### src/rtl/skip_table_xor_pkg.sv
// shared constants, opcodes and states of the skip/table/xor execution slice
package skip_table_xor_pkg;

  localparam int DATA_W = 8;
  localparam int NIBBLE_W = 4;
  localparam int BIT_IDX_W = 3;
  localparam int DMEM_ADDR_W = 8;
  localparam int PAGE_W = 4;
  localparam int PTR_W = 8;
  localparam int PROG_ADDR_W = PAGE_W + PTR_W;
  localparam int PROG_WORD_W = 15;

  localparam logic [DATA_W-1:0] ZERO_BYTE = 8'h00;
  localparam logic [DATA_W-1:0] WORK_RESET = 8'h00;
  localparam logic [PAGE_W-1:0] LAST_PAGE = 4'hF;
  localparam logic ZERO_FLAG_RESET = 1'b0;

  // ---------------------------------------------------------------
  // opcodes of this slice
  // ---------------------------------------------------------------
  typedef enum logic [3:0] {
    OP_NIBBLE_SWAP_TO_WORKING,
    OP_SKIP_IF_ZERO,
    OP_COPY_AND_SKIP_IF_ZERO,
    OP_SKIP_IF_BIT_ZERO,
    OP_TABLE_READ_CURRENT_PAGE,
    OP_TABLE_READ_LAST_PAGE,
    OP_EXCLUSIVE_OR_TO_WORKING,
    OP_EXCLUSIVE_OR_TO_MEMORY,
    OP_EXCLUSIVE_OR_IMMEDIATE
  } opcode_t;

  typedef enum logic [2:0] {
    ST_IDLE,
    ST_MEM_WAIT,
    ST_MEM_DATA,
    ST_PROG_WAIT,
    ST_PROG_DATA,
    ST_DUMMY
  } exec_state_t;

  // ---------------------------------------------------------------
  // helpers
  // ---------------------------------------------------------------
  function automatic logic is_zero(input logic [DATA_W-1:0] value);
    return value == ZERO_BYTE;
  endfunction

endpackage

### src/rtl/xor_zero_unit.sv
// bitwise exclusive-or with zero detect
`timescale 1ns/1ps
module xor_zero_unit
  import skip_table_xor_pkg::*;
(
  input wire logic [DATA_W-1:0] lhs, // working register value
  input wire logic [DATA_W-1:0] rhs, // memory byte or immediate
  output logic [DATA_W-1:0] result, // exclusive-or result
  output logic zero // result is zero
);

  always_comb
  begin
    result = lhs ^ rhs;
    zero = is_zero(lhs ^ rhs);
  end

endmodule

### src/rtl/skip_condition.sv
// decides whether a skip instruction skips
`timescale 1ns/1ps
module skip_condition
  import skip_table_xor_pkg::*;
(
  input wire opcode_t op, // instruction being executed
  input wire logic [DATA_W-1:0] mem_byte, // addressed memory byte
  input wire logic [BIT_IDX_W-1:0] bit_idx, // selected bit
  output logic skip // following instruction is skipped
);

  always_comb
  begin
    case (op)
      OP_SKIP_IF_ZERO: skip = is_zero(mem_byte);
      OP_COPY_AND_SKIP_IF_ZERO: skip = is_zero(mem_byte);
      OP_SKIP_IF_BIT_ZERO: skip = ~mem_byte[bit_idx];
      default: skip = 1'b0;
    endcase
  end

endmodule

### src/rtl/skip_table_xor_exec.sv
// execution unit for swap, zero-skip, table read and xor instructions
//
// Function
// - swap to working: low nibble from mem 7..4, high from 3..0; no flags
// - skip-if-zero skips next instruction when memory byte is zero; no flags
// - a taken skip inserts one dummy cycle, making four cycles instead of three
// - copy-and-skip loads working register, skips when that byte is zero
// - bit-skip skips when selected bit of memory byte is zero; no flags
// - current-page table read fetches current page word at table pointer
// - last-page table read fetches last page word at table pointer
// - table read: low byte to memory, high byte to table high register
// - xor to working: working ^ memory into working, zero flag only
// - xor to memory: working ^ memory into memory, zero flag only
// - immediate xor: working ^ immediate into working, zero flag only
`timescale 1ns/1ps
module skip_table_xor_exec
  import skip_table_xor_pkg::*;
#(
  parameter int PROG_W = PROG_WORD_W
)
(
  input wire logic clk_sys, // core instruction clock
  input wire logic srst, // synchronous reset, active high
  input wire logic ce, // clock enable, freezes all state when low, srst still resets
  input wire logic issue_valid, // instruction offered for execution
  input wire opcode_t issue_op, // instruction opcode
  input wire logic [DMEM_ADDR_W-1:0] issue_addr, // data memory operand address
  input wire logic [BIT_IDX_W-1:0] issue_bit, // bit index for bit skip
  input wire logic [DATA_W-1:0] issue_imm, // immediate operand
  input wire logic [PTR_W-1:0] table_pointer, // table pointer register value
  input wire logic [PAGE_W-1:0] current_page, // program counter page
  input wire logic [DATA_W-1:0] dmem_rdata, // data memory read data
  input wire logic [PROG_W-1:0] pmem_rdata, // program memory read word
  output logic busy, // instruction in progress, issue refused
  output logic done, // instruction retired, pulse
  output logic skip_taken, // discard next fetched instruction, pulse
  output logic dmem_rd, // data memory read strobe
  output logic dmem_wr, // data memory write strobe
  output logic [DMEM_ADDR_W-1:0] dmem_addr, // data memory address
  output logic [DATA_W-1:0] dmem_wdata, // data memory write data
  output logic pmem_rd, // program memory read strobe
  output logic [PROG_ADDR_W-1:0] pmem_addr, // program memory address
  output logic [DATA_W-1:0] work, // working register
  output logic zero_flag, // zero flag
  output logic [PROG_W-DATA_W-1:0] table_high_byte // table high-byte register
);

  // ---------------------------------------------------------------
  // state
  // ---------------------------------------------------------------
  typedef struct packed {
    exec_state_t st;
    opcode_t op;
    logic [BIT_IDX_W-1:0] bit_idx;
    logic busy;
    logic done;
    logic skip_taken;
    logic dmem_rd;
    logic dmem_wr;
    logic [DMEM_ADDR_W-1:0] dmem_addr;
    logic [DATA_W-1:0] dmem_wdata;
    logic pmem_rd;
    logic [PROG_ADDR_W-1:0] pmem_addr;
    logic [DATA_W-1:0] work;
    logic zero_flag;
    logic [PROG_W-DATA_W-1:0] table_high;
  } regs_t;

  regs_t r_q;
  regs_t r_d;

  logic [DATA_W-1:0] xor_lhs_rhs;
  logic [DATA_W-1:0] xor_rhs;
  logic [DATA_W-1:0] xor_result;
  logic xor_zero;
  logic skip_now;

  // ---------------------------------------------------------------
  // helpers
  // ---------------------------------------------------------------
  // program word address, page above the table pointer
  function automatic logic [PROG_ADDR_W-1:0] table_word_addr(
    input logic [PAGE_W-1:0] page,
    input logic [PTR_W-1:0] ptr
  );
    return {page, ptr};
  endfunction

  // low and high nibble exchanged
  function automatic logic [DATA_W-1:0] swap_nibbles(input logic [DATA_W-1:0] value);
    return {value[NIBBLE_W-1:0], value[DATA_W-1:NIBBLE_W]};
  endfunction

  // instructions whose operand comes from data memory
  function automatic logic reads_data_memory(input opcode_t op);
    case (op)
      OP_NIBBLE_SWAP_TO_WORKING,
      OP_SKIP_IF_ZERO,
      OP_COPY_AND_SKIP_IF_ZERO,
      OP_SKIP_IF_BIT_ZERO,
      OP_EXCLUSIVE_OR_TO_WORKING,
      OP_EXCLUSIVE_OR_TO_MEMORY: return 1'b1;
      default: return 1'b0;
    endcase
  endfunction

  // register contents after reset
  function automatic regs_t reset_regs();
    regs_t v;
    v = '0;
    v.st = ST_IDLE;
    v.op = OP_NIBBLE_SWAP_TO_WORKING;
    v.work = WORK_RESET;
    v.zero_flag = ZERO_FLAG_RESET;
    return v;
  endfunction

  // ---------------------------------------------------------------
  // datapath pieces
  // ---------------------------------------------------------------
  assign xor_lhs_rhs = r_q.work;

  // immediate form is resolved at issue, memory forms once the byte is back
  always_comb
  begin
    if (r_q.st == ST_IDLE)
    begin
      xor_rhs = issue_imm;
    end
    else
    begin
      xor_rhs = dmem_rdata;
    end
  end

  xor_zero_unit u_xor (
    .lhs(xor_lhs_rhs),
    .rhs(xor_rhs),
    .result(xor_result),
    .zero(xor_zero)
  );

  skip_condition u_skip (
    .op(r_q.op),
    .mem_byte(dmem_rdata),
    .bit_idx(r_q.bit_idx),
    .skip(skip_now)
  );

  // ---------------------------------------------------------------
  // next state
  // ---------------------------------------------------------------
  always_comb
  begin
    r_d = r_q;
    r_d.done = 1'b0;
    r_d.skip_taken = 1'b0;
    r_d.dmem_rd = 1'b0;
    r_d.dmem_wr = 1'b0;
    r_d.pmem_rd = 1'b0;
    case (r_q.st)
      ST_IDLE:
      begin
        if (issue_valid)
        begin
          r_d.op = issue_op;
          r_d.bit_idx = issue_bit;
          r_d.dmem_addr = issue_addr;
          case (issue_op)
            OP_EXCLUSIVE_OR_IMMEDIATE:
            begin
              r_d.work = xor_result;
              r_d.zero_flag = xor_zero;
              r_d.done = 1'b1;
            end
            OP_TABLE_READ_CURRENT_PAGE:
            begin
              r_d.pmem_addr = table_word_addr(current_page, table_pointer);
              r_d.pmem_rd = 1'b1;
              r_d.st = ST_PROG_WAIT;
            end
            OP_TABLE_READ_LAST_PAGE:
            begin
              r_d.pmem_addr = table_word_addr(LAST_PAGE, table_pointer);
              r_d.pmem_rd = 1'b1;
              r_d.st = ST_PROG_WAIT;
            end
            default:
            begin
              if (reads_data_memory(issue_op))
              begin
                r_d.dmem_rd = 1'b1;
                r_d.st = ST_MEM_WAIT;
              end
              else
              begin
                // code outside this slice: retire at once, only op, bit index and dmem_addr are latched
                r_d.done = 1'b1;
              end
            end
          endcase
        end
      end
      ST_MEM_WAIT:
      begin
        // memory answers one cycle after the read strobe
        r_d.st = ST_MEM_DATA;
      end
      ST_MEM_DATA:
      begin
        r_d.st = ST_IDLE;
        r_d.done = 1'b1;
        case (r_q.op)
          OP_NIBBLE_SWAP_TO_WORKING:
          begin
            r_d.work = swap_nibbles(dmem_rdata);
          end
          OP_COPY_AND_SKIP_IF_ZERO:
          begin
            r_d.work = dmem_rdata;
          end
          OP_SKIP_IF_ZERO,
          OP_SKIP_IF_BIT_ZERO:
          begin
            r_d.work = r_q.work;
          end
          OP_EXCLUSIVE_OR_TO_WORKING:
          begin
            r_d.work = xor_result;
            r_d.zero_flag = xor_zero;
          end
          OP_EXCLUSIVE_OR_TO_MEMORY:
          begin
            r_d.dmem_wr = 1'b1;
            r_d.dmem_wdata = xor_result;
            r_d.zero_flag = xor_zero;
          end
          default:
          begin
            r_d.work = r_q.work;
          end
        endcase
        if (skip_now)
        begin
          r_d.st = ST_DUMMY;
          r_d.done = 1'b0;
        end
      end
      ST_PROG_WAIT:
      begin
        // program word arrives one cycle after the read strobe
        r_d.st = ST_PROG_DATA;
      end
      ST_PROG_DATA:
      begin
        r_d.dmem_wr = 1'b1;
        r_d.dmem_wdata = pmem_rdata[DATA_W-1:0];
        r_d.table_high = pmem_rdata[PROG_W-1:DATA_W];
        r_d.done = 1'b1;
        r_d.st = ST_IDLE;
      end
      ST_DUMMY:
      begin
        // no architectural change, only retire and flag the skip
        r_d.skip_taken = 1'b1;
        r_d.done = 1'b1;
        r_d.st = ST_IDLE;
      end
      default:
      begin
        r_d.st = ST_IDLE;
      end
    endcase
    r_d.busy = (r_d.st != ST_IDLE);
  end

  // ---------------------------------------------------------------
  // registers
  // ---------------------------------------------------------------
  always_ff @(posedge clk_sys)
  begin
    if (srst)
    begin
      r_q <= reset_regs();
    end
    else if (ce)
    begin
      r_q <= r_d;
    end
  end

  // ---------------------------------------------------------------
  // outputs
  // ---------------------------------------------------------------
  assign busy = r_q.busy;
  assign done = r_q.done;
  assign skip_taken = r_q.skip_taken;
  assign dmem_rd = r_q.dmem_rd;
  assign dmem_wr = r_q.dmem_wr;
  assign dmem_addr = r_q.dmem_addr;
  assign dmem_wdata = r_q.dmem_wdata;
  assign pmem_rd = r_q.pmem_rd;
  assign pmem_addr = r_q.pmem_addr;
  assign work = r_q.work;
  assign zero_flag = r_q.zero_flag;
  assign table_high_byte = r_q.table_high;

endmodule

### config.mk
export PLATFORM = sky130hd
export DESIGN_NAME = skip_table_xor_exec
export DESIGN_NICKNAME = d
export VERILOG_FILES = /design/src/rtl/skip_table_xor_pkg.sv /design/src/rtl/xor_zero_unit.sv /design/src/rtl/skip_condition.sv /design/src/rtl/skip_table_xor_exec.sv
export SDC_FILE = /design/constraint.sdc
export NUM_CORES = 1
export LEC_CHECK = 0
export ABC_AREA = 1
export BUFFER_PORTS_ARGS = -buffer_cell sky130_fd_sc_hd__buf_4
export CORE_ASPECT_RATIO = 1.2
export CORE_MARGIN = 2
export CORE_UTILIZATION = 48
export CTS_BUF_LIST = sky130_fd_sc_hd__clkbuf_2
export CTS_CLUSTER_DIAMETER = 100
export DETAILED_ROUTE_END_ITERATION = 8
export PLACE_DENSITY = 0.85
export SLEW_MARGIN = 20
export SYNTH_ARGS = -nofsm -noshare
export SYNTH_HDL_FRONTEND = slang
export SYNTH_SLANG_ARGS = --single-unit
### constraint.sdc
create_clock -name clk_sys -period 1.3 [get_ports clk_sys]
set_input_delay 0.065 -clock clk_sys [delete_from_list [all_inputs] [get_ports clk_sys]]
set_output_delay 0.065 -clock clk_sys [all_outputs]
set_load 0.005 [all_outputs]
# After elaboration in Yosys (flattened, before gate mapping)
# Index checks and enable logic that the tools add are counted.
[word_totals] word_cells=96 reg_bits=60 input_bits=62 out_inout_bits=50
[classes] reduce_logical=21 bitwise_logic=2 eq_ne=23 order_cmp=1 n_mux=34
[op_table] operator="13-bit one-hot mux with 2 select lines" n=1
[op_table] operator="4-bit by 3-bit == test with 1-bit output, second input constant" n=6
[op_table] operator="8-bit one-hot mux with 3 select lines" n=1
[op_table] operator="22-bit two-way mux" n=1
[op_table] operator="9-bit one-hot mux with 2 select lines" n=1
[op_table] operator="4-bit by 2-bit == test with 1-bit output, second input constant" n=4
[op_table] operator="8-bit logical NOT" n=2
[op_table] operator="8-bit two-way mux" n=2
[op_table] operator="8-bit one-hot mux with 2 select lines" n=1
[op_table] operator="1-bit two-way mux" n=15
[op_table] operator="13-bit two-way mux" n=1
[op_table] operator="3-bit one-hot mux with 4 select lines" n=1
[op_table] operator="10-bit two-way mux" n=1
[op_table] operator="5-bit AND reduction" n=2
[op_table] operator="9-bit two-way mux" n=1
[op_table] operator="4-bit by 1-bit == test with 1-bit output, second input constant" n=2
[op_table] operator="4-bit logical NOT" n=2
[op_table] operator="2-bit OR reduction" n=4
[op_table] operator="8-bit bitwise XOR" n=1
[op_table] operator="3-bit by 2-bit == test with 1-bit output, second input constant" n=2
[op_table] operator="3-bit == test, second input constant" n=2
[op_table] operator="3-bit two-way mux" n=2
[op_table] operator="1-bit one-hot mux with 2 select lines" n=3
[op_table] operator="3-bit one-hot mux with 2 select lines" n=1
[op_table] operator="other kinds (17)" n=22

# Longest topological paths before layout
[logic_depth] ltp_word=11 depth_mapped=12 depth_no_buf=12

# By module
# Synthesis repeated with hierarchy kept, for this count alone.
[hier_totals] hier_cells=570 area_unflattened_um2=3631.0
[modules_own_cells] mod="skip_table_xor_exec" area_per_inst_um2=3278.1 n_inst=1 seq_area_each_um2=1201.2 cells_each=487
[modules_own_cells] mod="xor_zero_unit" area_per_inst_um2=186.4 n_inst=1 seq_area_each_um2=0.0 cells_each=43
[modules_own_cells] mod="skip_condition" area_per_inst_um2=166.4 n_inst=1 seq_area_each_um2=0.0 cells_each=40

# Worst setup path before layout
# Ideal clock, no wire load.
[synth_path] kind="register to register" startpoint="register r_q[53] (netlist name)" endpoint="register r_q, in the netlist work[1]" t_arrival_ps=1269 slack_ps=-100 stages_incl_launch_ff=9 path_buffers=0 setup_ps=131 path_cell_list="dfxtp_1 > inv_1 > nand2_2 > o31ai_4 > nor2_4 > nor2_4 > inv_2 > nand2_1 > a21oi_2"
[synth_between] elab_chain_len=3
[synth_lines] element="start, declared" line_no="skip_table_xor_exec.sv:69" text="regs_t r_q;"
[synth_lines] element="start signal, assigned" line_no="skip_table_xor_exec.sv:284" text="r_q <= reset_regs();"
[synth_lines] element="start signal, assigned" line_no="skip_table_xor_exec.sv:288" text="r_q <= r_d;"
[synth_lines] element="4-bit by 3-bit == test with 1-bit output (tied with other cells)" line_no="skip_table_xor_exec.sv:213" text="case (r_q.op)"
[synth_lines] element="8-bit one-hot mux with 3 select lines or 4-bit by 1-bit != test with 1-bit output (tied branches)"
[synth_lines] element="9-bit one-hot mux with 2 select lines or 5-bit AND reduction (tied branches)"
# Several ways; a longest one is shown, not always the timed one.
# A chain may end at the register's enable or synchronous reset.

# Final worst setup path
[layout_path] startpoint="register r_q[59] (netlist name)" endpoint="register r_q, in the netlist pmem_addr[2]"
[layout_between] elab_chain_len=2
[layout_lines] element="3-bit logical NOT" line_no="skip_table_xor_exec.sv:161" text="case (r_q.st)"
[layout_lines] element="4-bit AND reduction (no source line)"
# No other way between the ends.

==> impl_results.md <==
- Share of layout cells above drive strength 1: roughly 41%
- Cell Pwr Density: 826 nW/um2
- Worst clock skew: 0.0158 ns
- Slew margin rel.: 75.0%
- Sw Share: 34.3%
- Number of global-route vias before repair: approximately 3,800
- CP required: 1.74 ns
- WL per Instance: ~14 um
- TritonCTS Buffers: 9
- Synth Register Bits: 60
- Core Area: 6900 um2
- Initial Utilization: 49.8%
- Number of distinct library cells after synthesis: 35
- Setup WS pre-CTS: -0.199 ns
- Overall Global Routing Usage: 26.3%
- Hold Fails Final Rpt: 0
- Synth Area in Adders: 0%
- Cell depth of the worst hold path: 6
- H-Tree Depth: 3
- Slowest CP cell: dfxtp_2
- Fillers: approximately 500
- Async set-reset flop share out of synthesis: 0%
- Critical-path maximum fanout: 6
- Post-synth EDFFs: 0
- Simple logic cell fraction of the synthesized area: 32.1%
- Yosys warns: 0
- Critical path data arrival time: 1.95 ns
- Clk_lat worst skew: 0.50 ns
- Synth Net Count: between 500 and 600
- Clock root cell: clkbuf_2
- Cell mode on critical path: nor2_4
- Violated checks: setup timing
- Initial antenna violation count: 0
- DRC Markers: 0
- Initial DRC Count: 149
- First-pass detailed-route iteration total: 5
- Hold path endpoint: r_q[59]
- Hold wc startpoint: dmem_rdata[4]
- Setup CP Type: register to register
- Die Y-Extent: 96.6 um
- Core Rows: 33
- Vias per cell: 5.20
- RR Startpoint: r_q[59]
- Mux cell area share after synthesis: 0%
- Synthesis-to-finish area growth: 51.7%
- F_max: about 0.66 GHz
- DR vias: approximately 4,000
- Post-route ant nets: 0
- Cell Area, Synth: roughly 3400 um2
- Worst hold path type: primary input to register
- Sequential area share after synthesis: 35.0%
- Comb pwr share: 30.5%
- Reg clk slew, reported paths: 0.19 ns
- Worst-Margin Slew: roughly 0.37 ns
- Reg2Reg Depth: 9
- CP max stage delay: 0.38 ns
- Largest net degree at the start of global routing: 18
- Worst Setup End Kind: register
- First-pass GRT wire length: 16,400 um
- Non-Filler Instances: 753
- Max IR drop VDD: slightly below 600 uV
- Die width: 81.2 um
- Total of max-cap violations: 0
- Internal Pwr Total: 0.00283 W
- Max-slew violations: 0
- Clock Path Buffers: 2
- Fin crit period: 1.51 ns
- Setup Viol. Count Final: 52
- R2r setup slk: -0.21 ns
- Crit Reg-Reg Endpoint: pmem_addr[2]
- Final #Nets: 723
- Status: finished with violations
- Total die area: between 7000 and 8000 um2
- CTS sink count: 60
- Top FF cell, synth: dfxtp_1
- Detailed Route WL: 10,700 um
- Crit share post-route: 116%
- Leakage power: 2.48 nW
- Fin worst setup slack: -0.209 ns
- Compound-cell area share of the yosys netlist: 15.1%
- Worst hold slack: 0.0736 ns
- Critical path, cell by cell: nor2_4 -> nand2_4 -> inv_4 -> buf_4 -> nand3_4 -> nor2_4 -> buf_6 -> o21ai_1 -> nor2_1
- Largest family of logic cells by synthesized area: simple AND/OR/NAND/NOR gates
- P_sw: 0.00148 W
- Cell count after synthesis: 497
- Dpl cells: 681
- DP HPWL: 7000 um
- Startpoint types: register
- CTS tree: built
- Synth Area in XOR/XNOR: 0%
- IO Port Bufs: 111
- Flop pwr share: 46.2%
- Clock power frac: 23.4%
- I/O Pins: between 100 and 150
- RSZ-0062 raised after global routing: yes
- Syn_area_per_cell: 6.91 um2
- Pwr Total: 0.00430 W
- Grt ovf: 0
- N_diodes: 0
- Final GP Congestion: roughly 0.95
-- registers in the layout, summed over array words and instances, names as in the netlist --
signal and flops:
done 1, dmem_rd 1, zero_flag 1, r_q 10, dmem_wr 1, busy 1, skip_taken 1, pmem_rd 1
pmem_addr 12, table_high_byte 7, dmem_addr 8, dmem_wdata 8, work 8
-- cell families after synthesis --
group	Yosys count
compound gates	90
buf+inv	110
flops	60
simple gates	237
-- layout by cell type (no fill, tap or decap), types with 7 or more instances in the layout --
master         Yosys  final
buf_4             45    155
nand2_1          114    101
dfxtp_1           60     53
nor2_1            50     46
dlygate4sd3_1      0     46
inv_1             43     36
a21oi_1           37     27
nand3_1           32     23
nand2_2            9     19
o21ai_1            2     16
o21ai_0           29     13
nand2_4            8     12
a21oi_2            1     11
clkbuf_2           0     10
inv_2              5      8
o22ai_1            8      8
buf_6              1      8
nand3_2            0      7
-- layout make-up --
type	instances	area [um2]	share of cell area [%]
Sequential cell	60	1210	23.3
Clock buffer	10	50.0	0.961
Timing Repair Buffer	211	1750	33.6
Multi-Input combinational cell	328	1840	35.3
Inverter	51	208	3.99
Clock inverter	6	40.0	0.769
Tap cell	87	109	2.09
-- worst max-delay path, delay by kind of cell, from the launching register on --
family	cells	cell delay, ns
flip-flops	1	0.38
buffers and inverters	3	0.34
AO/OA/AOI/OAI	1	0.06
AND/OR/NAND/NOR	5	0.67
-- worst max path at each step --
stage	from	end	depth (start not counted)
floorplan	r_q[53]	work[1]	8
global placement	r_q[59]	zero_flag	8
detailed placement	r_q[59]	dmem_wdata[3]	9
CTS	r_q[57]	dmem_wdata[3]	9
global route	r_q[59]	zero_flag	12
finish	r_q[59]	pmem_addr[2]	9
-- power by group through the flow --
stage	registers, W	logic, W	clock network, W
after detailed placement	0.00202	0.00103	0
after floorplan	0.00201	0.000634	0
after global routing	0.00200	0.00142	0.00109
after global placement	0.00201	0.00101	0
after CTS	0.00198	0.00117	0.00101
final	0.00199	0.00131	0.00101
-- metal layers --
layer  part of all wire, %  up-vias  global-route usage [%]
met3                   5.6       27                    7.00
met5                     0        -                       0
li1                      -     1892                       -
met2                    54      162                    49.2
met1                    38     1832                    26.8
met4                   2.3        0                    10.2
-- per-stage QoR --
stage          setup TNS (ns)  utilization [%]  instance area [um2]
6_report                -6.30             75.5                 5210
5_1_grt                -10.86             75.5                 5210
4_1_cts                 -3.17             71.9                 4950
3_5_place_dp            -2.77             62.9                 4330
3_3_place_gp            -1.57             62.9                 4330
2_1_floorplan           -1.02                -                 3490
-- Yosys cell counts, types with 3 or more instances --
cell	n	area [um2]
inv_2	5	18.8
o22ai_1	8	50.1
nand2_4	8	90.1
nor2_2	3	18.8
nand3_1	32	160
nor2_1	50	188
inv_1	43	161
o21ai_0	29	145
nand2_2	9	56.3
dfxtp_1	60	1200
buf_2	4	20.0
nor3_1	8	40.0
o211ai_1	5	37.5
a21oi_1	37	185
buf_4	45	338
clkbuf_1	8	30.0
nor2_4	4	45.0
nand3b_1	5	37.5
nand2_1	114	428
-- timing repair --
action,4_1_cts,5_1_grt
gates resized for setup,20,66
pin swaps,5,31
hold endpoints to repair,48,0
endpoints found under the setup margin,37,58
gates cloned,0,1
hold buffers,46,0
buffers inserted,1,8
Note: power is estimated with default switching activity, not from simulation.
